File: src/hdl/smrs_pkg.sv
// Constants and types shared by the multi-line receive silo
package smrs_pkg;
    // ==========================================================
    // Clock and bit rates
    localparam int CLOCK_HZ = 10_000_000;
    localparam int RATE_SCALE = 10;
    localparam int RATE_SEL_W = 4;
    localparam int NUM_RATES = 16;
    // Rates in tenths of a baud, indexed by the rate select code
    localparam int RATE_X10 [NUM_RATES] = '{
        500, 750, 1100, 1345, 1500, 3000, 6000, 12000,
        18000, 20000, 24000, 36000, 48000, 72000, 96000, 198000};
    // ==========================================================
    // Character format
    localparam int DATA_W = 8;
    localparam int CHAR_LEN_MIN = 5;
    localparam int LEN_SEL_W = 2;
    localparam int BITN_W = 4;
    localparam int NUM_LINES = 4;
    localparam int LINE_W = 2;
    localparam int SYNC_W = 3;
    // ==========================================================
    // Silo sizes
    localparam int SILO_DEPTH = 64;
    localparam int SILO_ALARM_LEVEL = 16;
    localparam int FIFO_DEPTH = 4;
    // ==========================================================
    // Silo entry layout
    localparam int E_DATA_LSB = 0;
    localparam int E_LINE_LSB = 8;
    localparam int E_FERR = 10;
    localparam int E_PERR = 11;
    localparam int E_OVR = 12;
    localparam int ENTRY_W = 13;
    // ==========================================================
    // Receiver states
    typedef enum logic [2:0] {RX_IDLE, RX_START, RX_DATA, RX_PARITY, RX_STOP} smrs_rx_state_t;
endpackage

File: src/hdl/smrs_fifo.sv
// Shift-register FIFO with registered head, valid and ready on both sides
`timescale 1ns/1ps
module smrs_fifo #(
    parameter int WIDTH = smrs_pkg::ENTRY_W,
    parameter int DEPTH = smrs_pkg::FIFO_DEPTH
) (
    input wire logic clock_i,
    input wire logic reset_i,
    input wire logic flush_i,
    input wire logic in_valid_i,
    output logic in_ready_o,
    input wire logic [WIDTH-1:0] in_data_i,
    output logic out_valid_o,
    input wire logic out_ready_i,
    output logic [WIDTH-1:0] out_data_o,
    output logic [$clog2(DEPTH+1)-1:0] count_o
);
    typedef struct packed {
        logic [DEPTH-1:0][WIDTH-1:0] data;
        logic [DEPTH-1:0] valid;
    } smrs_fifo_state_t;

    smrs_fifo_state_t q;
    smrs_fifo_state_t d;

    // ==========================================================
    // Next state
    always_comb begin
        logic placed;
        placed = 1'b0;
        d = q;
        if (q.valid[0] && out_ready_i) begin
            for (int i = 0; i < DEPTH - 1; i++) begin
                d.data[i] = q.data[i+1];
                d.valid[i] = q.valid[i+1];
            end
            d.valid[DEPTH-1] = 1'b0;
        end
        if (in_valid_i && !q.valid[DEPTH-1]) begin
            for (int i = 0; i < DEPTH; i++) begin
                if (!d.valid[i] && !placed) begin
                    d.data[i] = in_data_i;
                    d.valid[i] = 1'b1;
                    placed = 1'b1;
                end
            end
        end
        if (flush_i) begin
            d.valid = '0;
        end
    end

    always_ff @(posedge clock_i) begin
        if (reset_i) begin
            q <= '0;
        end else begin
            q <= d;
        end
    end

    // ==========================================================
    // Ports
    assign in_ready_o = !q.valid[DEPTH-1];
    assign out_valid_o = q.valid[0];
    assign out_data_o = q.data[0];

    always_comb begin
        count_o = '0;
        for (int i = 0; i < DEPTH; i++) begin
            count_o = count_o + ($clog2(DEPTH+1))'(q.valid[i]);
        end
    end
endmodule // smrs_fifo

File: src/hdl/smrs_receive_silo.sv
// Multi-line receivers, shared receive silo, alarm and interrupt logic
`timescale 1ns/1ps
module smrs_receive_silo #(
    parameter int CLK_HZ = smrs_pkg::CLOCK_HZ,
    parameter int NUM_LINES = smrs_pkg::NUM_LINES,
    parameter int SILO_DEPTH = smrs_pkg::SILO_DEPTH,
    parameter int FIFO_DEPTH = smrs_pkg::FIFO_DEPTH
) (
    input wire logic clock_i,
    input wire logic reset_i,
    input wire logic [NUM_LINES-1:0] rx_serial_i,
    input wire logic [NUM_LINES-1:0] tx_line_i,
    input wire logic [NUM_LINES-1:0] rx_enable_i,
    input wire logic [NUM_LINES*smrs_pkg::RATE_SEL_W-1:0] rate_sel_i,
    input wire logic [NUM_LINES*smrs_pkg::LEN_SEL_W-1:0] char_len_i,
    input wire logic [NUM_LINES-1:0] two_stop_i,
    input wire logic [NUM_LINES-1:0] parity_enable_i,
    input wire logic [NUM_LINES-1:0] parity_odd_i,
    input wire logic maint_i,
    input wire logic silo_alarm_enable_i,
    input wire logic receive_interrupt_enable_i,
    input wire logic device_clear_i,
    input wire logic rx_ready_i,
    output logic rx_valid_o,
    output logic [smrs_pkg::DATA_W-1:0] rx_data_o,
    output logic [smrs_pkg::LINE_W-1:0] rx_line_o,
    output logic rx_framing_err_o,
    output logic rx_parity_err_o,
    output logic rx_overrun_o,
    output logic silo_alarm_flag_o,
    output logic overrun_error_flag_o,
    output logic receive_interrupt_o,
    output logic device_clear_bit_o
);

    localparam int RSW = smrs_pkg::RATE_SEL_W;
    localparam int LSW = smrs_pkg::LEN_SEL_W;
    localparam int DW = smrs_pkg::DATA_W;
    localparam int BW = smrs_pkg::BITN_W;
    localparam int EW = smrs_pkg::ENTRY_W;
    localparam int CNT_W = $clog2(CLK_HZ * smrs_pkg::RATE_SCALE / smrs_pkg::RATE_X10[0] + 1);
    localparam int SILO_MEM = SILO_DEPTH - FIFO_DEPTH;
    localparam int AW = $clog2(SILO_MEM);
    localparam int SCW = $clog2(SILO_MEM + 1);
    localparam int FCW = $clog2(FIFO_DEPTH + 1);
    localparam int TW = $clog2(SILO_DEPTH + 1);

    typedef struct packed {
        logic [smrs_pkg::SYNC_W-1:0] sync;
        logic filt;
        smrs_pkg::smrs_rx_state_t st;
        logic [CNT_W-1:0] cnt;
        logic [BW-1:0] bitn;
        logic [DW-1:0] shift;
        logic par;
        logic perr;
        logic ferr;
        logic second;
        logic done;
        logic [DW-1:0] hdata;
        logic hferr;
        logic hperr;
    } smrs_line_t;

    typedef struct packed {
        smrs_line_t [NUM_LINES-1:0] ln;
        logic [SILO_MEM-1:0][EW-1:0] mem;
        logic [AW-1:0] wr;
        logic [AW-1:0] rd;
        logic [SCW-1:0] cnt;
        logic ovr_pend;
        logic alarm;
        logic irq;
        logic clr;
    } smrs_state_t;

    smrs_state_t q;
    smrs_state_t d;
    logic [smrs_pkg::NUM_RATES-1:0][CNT_W-1:0] div_tab;
    logic fifo_in_valid;
    logic fifo_in_ready;
    logic fifo_out_valid;
    logic [EW-1:0] fifo_out_data;
    logic [FCW-1:0] fifo_count;
    logic [TW-1:0] silo_total;
    logic take;

    function automatic logic [AW-1:0] next_ptr(input logic [AW-1:0] p);
        return (p == AW'(SILO_MEM - 1)) ? '0 : AW'(p + 1'b1);
    endfunction

    // ==========================================================
    // Bit period table
    // rate table
    for (genvar r = 0; r < smrs_pkg::NUM_RATES; r++) begin : g_div
        assign div_tab[r] = CNT_W'(CLK_HZ * smrs_pkg::RATE_SCALE / smrs_pkg::RATE_X10[r]);
    end

    assign silo_total = TW'(q.cnt) + TW'(fifo_count);
    assign fifo_in_valid = (q.cnt != '0) && !q.clr;

    // ==========================================================
    // Next state
    always_comb begin
        logic [CNT_W-1:0] div;
        logic [BW-1:0] len;
        logic src;
        logic tick;
        logic found;
        logic [smrs_pkg::LINE_W-1:0] pick;
        logic store;
        logic push;
        div = '0;
        len = '0;
        src = 1'b1;
        tick = 1'b0;
        found = 1'b0;
        pick = '0;
        store = 1'b0;
        push = 1'b0;
        take = 1'b0;
        d = q;
        for (int i = 0; i < NUM_LINES; i++) begin
            div = div_tab[rate_sel_i[i*RSW +: RSW]];
            len = BW'(smrs_pkg::CHAR_LEN_MIN) + BW'(char_len_i[i*LSW +: LSW]);
            src = maint_i ? tx_line_i[i ^ 1] : q.ln[i].filt;
            d.ln[i].sync = {q.ln[i].sync[smrs_pkg::SYNC_W-2:0], rx_serial_i[i]};
            if (q.ln[i].sync[1] == q.ln[i].sync[2]) begin
                d.ln[i].filt = q.ln[i].sync[2];
            end
            tick = (q.ln[i].cnt == '0);
            if (!tick) begin
                d.ln[i].cnt = q.ln[i].cnt - 1'b1;
            end
            case (q.ln[i].st)
                smrs_pkg::RX_IDLE: begin
                    if (!src) begin
                        d.ln[i].st = smrs_pkg::RX_START;
                        d.ln[i].cnt = div >> 1;
                    end
                end
                smrs_pkg::RX_START: begin
                    if (tick) begin
                        d.ln[i].st = src ? smrs_pkg::RX_IDLE : smrs_pkg::RX_DATA;
                        d.ln[i].cnt = div - 1'b1;
                        d.ln[i].bitn = '0;
                        d.ln[i].par = 1'b0;
                        d.ln[i].second = 1'b0;
                        d.ln[i].ferr = 1'b0;
                        d.ln[i].perr = 1'b0;
                    end
                end
                smrs_pkg::RX_DATA: begin
                    if (tick) begin
                        d.ln[i].shift = {src, q.ln[i].shift[DW-1:1]};
                        d.ln[i].par = q.ln[i].par ^ src;
                        d.ln[i].bitn = q.ln[i].bitn + 1'b1;
                        d.ln[i].cnt = div - 1'b1;
                        if (q.ln[i].bitn + 1'b1 == len) begin
                            d.ln[i].st = parity_enable_i[i] ? smrs_pkg::RX_PARITY
                                                            : smrs_pkg::RX_STOP;
                        end
                    end
                end
                smrs_pkg::RX_PARITY: begin
                    if (tick) begin
                        d.ln[i].perr = q.ln[i].par ^ src ^ parity_odd_i[i];
                        d.ln[i].cnt = div - 1'b1;
                        d.ln[i].st = smrs_pkg::RX_STOP;
                    end
                end
                smrs_pkg::RX_STOP: begin
                    if (tick) begin
                        d.ln[i].cnt = div - 1'b1;
                        if (two_stop_i[i] && !q.ln[i].second) begin
                            d.ln[i].second = 1'b1;
                            d.ln[i].ferr = !src;
                        end else begin
                            d.ln[i].done = 1'b1;
                            d.ln[i].hdata = q.ln[i].shift >> (BW'(DW) - len);
                            d.ln[i].hferr = q.ln[i].ferr | !src;
                            d.ln[i].hperr = q.ln[i].perr;
                            d.ln[i].st = smrs_pkg::RX_IDLE;
                        end
                    end
                end
                default: d.ln[i].st = smrs_pkg::RX_IDLE;
            endcase
            if (!rx_enable_i[i]) begin
                d.ln[i].st = smrs_pkg::RX_IDLE;
            end
            if (q.ln[i].done && !found) begin
                found = 1'b1;
                pick = smrs_pkg::LINE_W'(i);
            end
        end
        take = found && !q.clr;
        if (take) begin
            d.ln[pick].done = 1'b0;
            if (silo_total == TW'(SILO_DEPTH)) begin
                d.ovr_pend = 1'b1;
            end else begin
                store = 1'b1;
                d.mem[q.wr] = {q.ovr_pend, q.ln[pick].hperr, q.ln[pick].hferr, pick,
                               q.ln[pick].hdata};
                d.ovr_pend = 1'b0;
                d.wr = next_ptr(q.wr);
            end
        end
        push = fifo_in_valid && fifo_in_ready;
        if (push) begin
            d.rd = next_ptr(q.rd);
        end
        d.cnt = SCW'(q.cnt + SCW'(store) - SCW'(push));
        d.alarm = (silo_total >= TW'(smrs_pkg::SILO_ALARM_LEVEL));
        d.irq = receive_interrupt_enable_i &&
                (silo_alarm_enable_i ? q.alarm : fifo_out_valid);
        d.clr = device_clear_i;
        if (q.clr) begin
            d.wr = '0;
            d.rd = '0;
            d.cnt = '0;
            d.ovr_pend = 1'b0;
            d.alarm = 1'b0;
            for (int i = 0; i < NUM_LINES; i++) begin
                d.ln[i].done = 1'b0;
                d.ln[i].st = smrs_pkg::RX_IDLE;
            end
        end
    end

    always_ff @(posedge clock_i) begin
        if (reset_i) begin
            q <= '0;
            for (int i = 0; i < NUM_LINES; i++) begin
                q.ln[i].sync <= '1;
                q.ln[i].filt <= 1'b1;
            end
        end else begin
            q <= d;
        end
    end

    // ==========================================================
    // Output buffer
    smrs_fifo #(
        .WIDTH(EW),
        .DEPTH(FIFO_DEPTH)
    ) u_fifo (
        .clock_i(clock_i),
        .reset_i(reset_i),
        .flush_i(q.clr),
        .in_valid_i(fifo_in_valid),
        .in_ready_o(fifo_in_ready),
        .in_data_i(q.mem[q.rd]),
        .out_valid_o(fifo_out_valid),
        .out_ready_i(rx_ready_i),
        .out_data_o(fifo_out_data),
        .count_o(fifo_count)
    );

    assign rx_valid_o = fifo_out_valid;
    assign rx_data_o = fifo_out_data[smrs_pkg::E_DATA_LSB +: DW];
    assign rx_line_o = fifo_out_data[smrs_pkg::E_LINE_LSB +: smrs_pkg::LINE_W];
    assign rx_framing_err_o = fifo_out_data[smrs_pkg::E_FERR];
    assign rx_parity_err_o = fifo_out_data[smrs_pkg::E_PERR];
    assign rx_overrun_o = fifo_out_data[smrs_pkg::E_OVR];
    assign silo_alarm_flag_o = q.alarm;
    assign overrun_error_flag_o = q.ovr_pend;
    assign receive_interrupt_o = q.irq;
    assign device_clear_bit_o = q.clr;
endmodule // smrs_receive_silo

File: config.mk
export PLATFORM = sky130hd
export DESIGN_NAME = smrs_receive_silo
export DESIGN_NICKNAME = d
export VERILOG_FILES = /design/src/hdl/smrs_pkg.sv /design/src/hdl/smrs_fifo.sv /design/src/hdl/smrs_receive_silo.sv
export SDC_FILE = /design/constraint.sdc
export NUM_CORES = 2
export LEC_CHECK = 0
export BUFFER_PORTS_ARGS = -buffer_cell sky130_fd_sc_hd__buf_2
export CAP_MARGIN = 20
export CORE_MARGIN = 3
export CORE_UTILIZATION = 54
export DETAILED_ROUTE_END_ITERATION = 8
export HOLD_SLACK_MARGIN = 0.08
export PLACE_DENSITY = 0.69
export RECOVER_POWER = 25
export SYNTH_ARGS = -nofsm -noshare
export SYNTH_HDL_FRONTEND = slang
export SYNTH_HIERARCHICAL = 1
export SYNTH_SLANG_ARGS = --single-unit
File: constraint.sdc
create_clock -name clock_i -period 10.91 [get_ports clock_i]
set_input_delay 1.091 -clock clock_i [delete_from_list [all_inputs] [get_ports clock_i]]
set_output_delay 1.091 -clock clock_i [all_outputs]
set_load 0.005 [all_outputs]
==> impl_metrics.csv <==
group,metric,value,unit
run_status,outcome,"complete, but fails checks",
run_status,violations,"capacitance limit, slew limit",
critical_path,cpMostUsedCell,"clkbuf_1",
cells_and_area,fin_util,59.3,%
timing,worst_pin_slew,5.08,ns
synth,avgSynthCellArea,9.69,µm²
synth,synthDominantCellAreaShare,40.7,%
timing,clock.fmax,0.125,GHz
timing,fin_skew,0.0346,ns
floorplan,fp.dieArea,101000,µm²
drt,wl_per_cell,21.6,µm
clock_network,cts_setup_buffers,0,
global_route,grt_pass1_vias,39392,
critical_path,critPathCaptureType,"register",
synth,synth_most_common_cell,"dfxtp_1",
placed_design,post-place-ws,5.11,ns
timing,finalHoldViolCount,0,
pwr,powerDensity,174,nW/µm²
global_route,track_usage,26.9,%
synth,ys.flop_type,"dfxtp_1",
cells_and_area,area_growth,8.21,%
timing,slew_viol_final,376,
clock_network,clock_latency,0.69,ns
placed_design,io_buffers,72,
synth,yosys_register_bits,1066,
global_route,overflow,0,
cells_and_area,nNetsFinal,5286,
cells_and_area,drive_gt1_share,13.7,%
floorplan,ioPinCount,73,
clock_network,clk_pin_slew,0.06,ns
clock_network,cts_tree,"done",
timing,setup_viol,0,
clock_network,cts_buffer_depth,3,
synth,synth_commonest_cells,"1066 x dfxtp_1, 851 x nand2_1, 661 x mux2i_1",
clock_network,cts.sinks,1066,
synth,syn_nets,5538,
critical_path,critPathLaunchType,"input pin",
pwr,p_leak,0.0227,µW
floorplan,fp.dieH,318,µm
clock_network,cts_hold_buf,0,
synth,synth_warnings,6,
timing,period_share,73.5,%
min_path,worst_hold_path_type,"reg2reg",
clock_network,htree_levels,3,
floorplan,die_width,318,µm
critical_path,cpPeakStageDelay,3.49,ns
placed_design,gp_congestion,0.859,
timing,setup_slack,2.89,ns
floorplan,rows,113,
drt,vias,40654,
critical_path,path_max_fanout,94,
synth,syn-instance-count,5419,
floorplan,start_util,54.8,%
critical_path,slowest_stage,"clkbuf_1",
synth,ys_seq_area_share,40.7,%
critical_path,cp.arrival,8.58,ns
global_route,grt_max_degree,197,
clock_network,numCtsBuffers,109,
synth,synth_area_leaders,"dfxtp_1 41%, mux2i_1 13%, mux4_2 11%, nand2_1 6.1%, a21oi_1 2.7%",
synth,synth-edff-count,0,
drt,drc,0,
pwr,peakVddDrop,0.000136,V
flow_run,maxCapViolations,4,
drt,firstDrtPassIters,5,
timing,fin_crit,8.02,ns
placed_design,dpl_cell_area,53000,µm²
synth,async_flop_share,0,%
synth,yosysUniqueCellTypes,103,
drt,drt-total-wl,141,mm
clock_network,cts_resized,0,
global_route,grt_pass1_wl,223,mm
synth,synth_top_cell_by_area,"dfxtp_1",
timing,timing.slew.headroom,-239,%
cells_and_area,final_cell_area,56800,µm²
min_path,min_path_cells,1,
clock_network,clk_root_buffer_cell,"clkbuf_16",
drt,vias_per_cell,6.23,
floorplan,core_area,95700,µm²
critical_path,crit_chain,"clkbuf_1, clkbuf_1, nor2_2, buf_4, nand2_1, nor3_1, o21a_1",
global_route,antenna_found_initial,3,
placed_design,hpwl,87.9,mm
drt,ant_nets,0,
timing,fin_setup_tns,0,ns
drt,drtIter0Drc,3648,
critical_path,r2r_cells,13,
critical_path,timing_worst_setup_path_type,"in2reg",
timing,rsz0062_at_grt,"no",
synth,synth_area,52500,µm²
critical_path,required,11.47,ns
-- worst max-delay path: cells and delay by family --
family | cells | cell delay [ns]
compound gates | 1 | 0.12
buf+inv | 3 | 6.66
simple gates | 3 | 0.65
-- cell type report --
type	count	area [µm²]
tap	1265	1580
timing repair buffer	145	1080
multi-input combinational	3770	28800
sequential	1066	21400
clock inverter	31	403
fill	8069	38900
inverter	75	289
antenna	2	5.00
clock buffer	169	3300
-- where the power goes --
| part | internal (µW) | total (µW) | switching, µW |
|---|---|---|---|
| logic | 715 | 1820 | 1110 |
| clock network | 2260 | 3840 | 1580 |
| registers | 4020 | 4200 | 184 |
| total | 7000 | 9860 | 2870 |
-- layer usage --
metal / GRT usage, % / wire length, µm / up-vias / share of wire [%]
li1: - / - / 19118 / -
met1: 37.0 / 62000 / 20036 / 44
met2: 43.4 / 65400 / 1219 / 47
met3: 3.85 / 8320 / 279 / 5.9
met4: 9.44 / 4890 / 2 / 3.5
met5: 0 / 8 / - / 0.0057
-- cells in the final DEF (no fill, tap or decap), types with 36 or more instances in the layout --
cell,instances
nand2_1,848
mux2i_1,661
o21ai_0,125
mux4_2,262
o211ai_1,40
inv_1,69
clkbuf_1,38
a211oi_1,166
ha_1,61
buf_4,54
nor2_1,337
a311oi_1,75
nand3_1,123
or2_2,36
a21oi_1,282
dfxtp_1,1062
clkbuf_16,113
xnor2_1,53
a22oi_1,40
buf_2,68
nor3_1,91
-- per-stage QoR --
stage,total power (µW),std cells,hold slack [ns]
final,9860,6523,0.409
after floorplan,5710,5419,0.389
after global routing,10300,6521,0.416
after detailed placement,6080,6312,0.398
after CTS,9900,6512,0.416
after global placement,6070,6310,0.395
-- logic make-up (layout without fill, tap and decap cells) --
logic type      after synthesis  after routing  synth area share (%)
other cells                   0              2                     0
mux                         938            938                  24.2
flops                      1066           1066                  40.7
simple gates               1729           1729                  15.1
buf+inv                     583            420                  4.66
compound gates              951            951                  12.4
fa+ha+maj                    64             64                  1.57
xor+xnor                     88             88                  1.47
-- worst paths after layout --
kind | from | to | slack (ns)
hold / removal | q[955] | q[956] | 0.41
setup / recovery | reset_i | q[1004] | 2.89
setup reg to reg | u_fifo/q[1] | register | 4.93
hold reg to reg | q[955] | q[956] | 0.41
(Power assumes the default switching activity.)
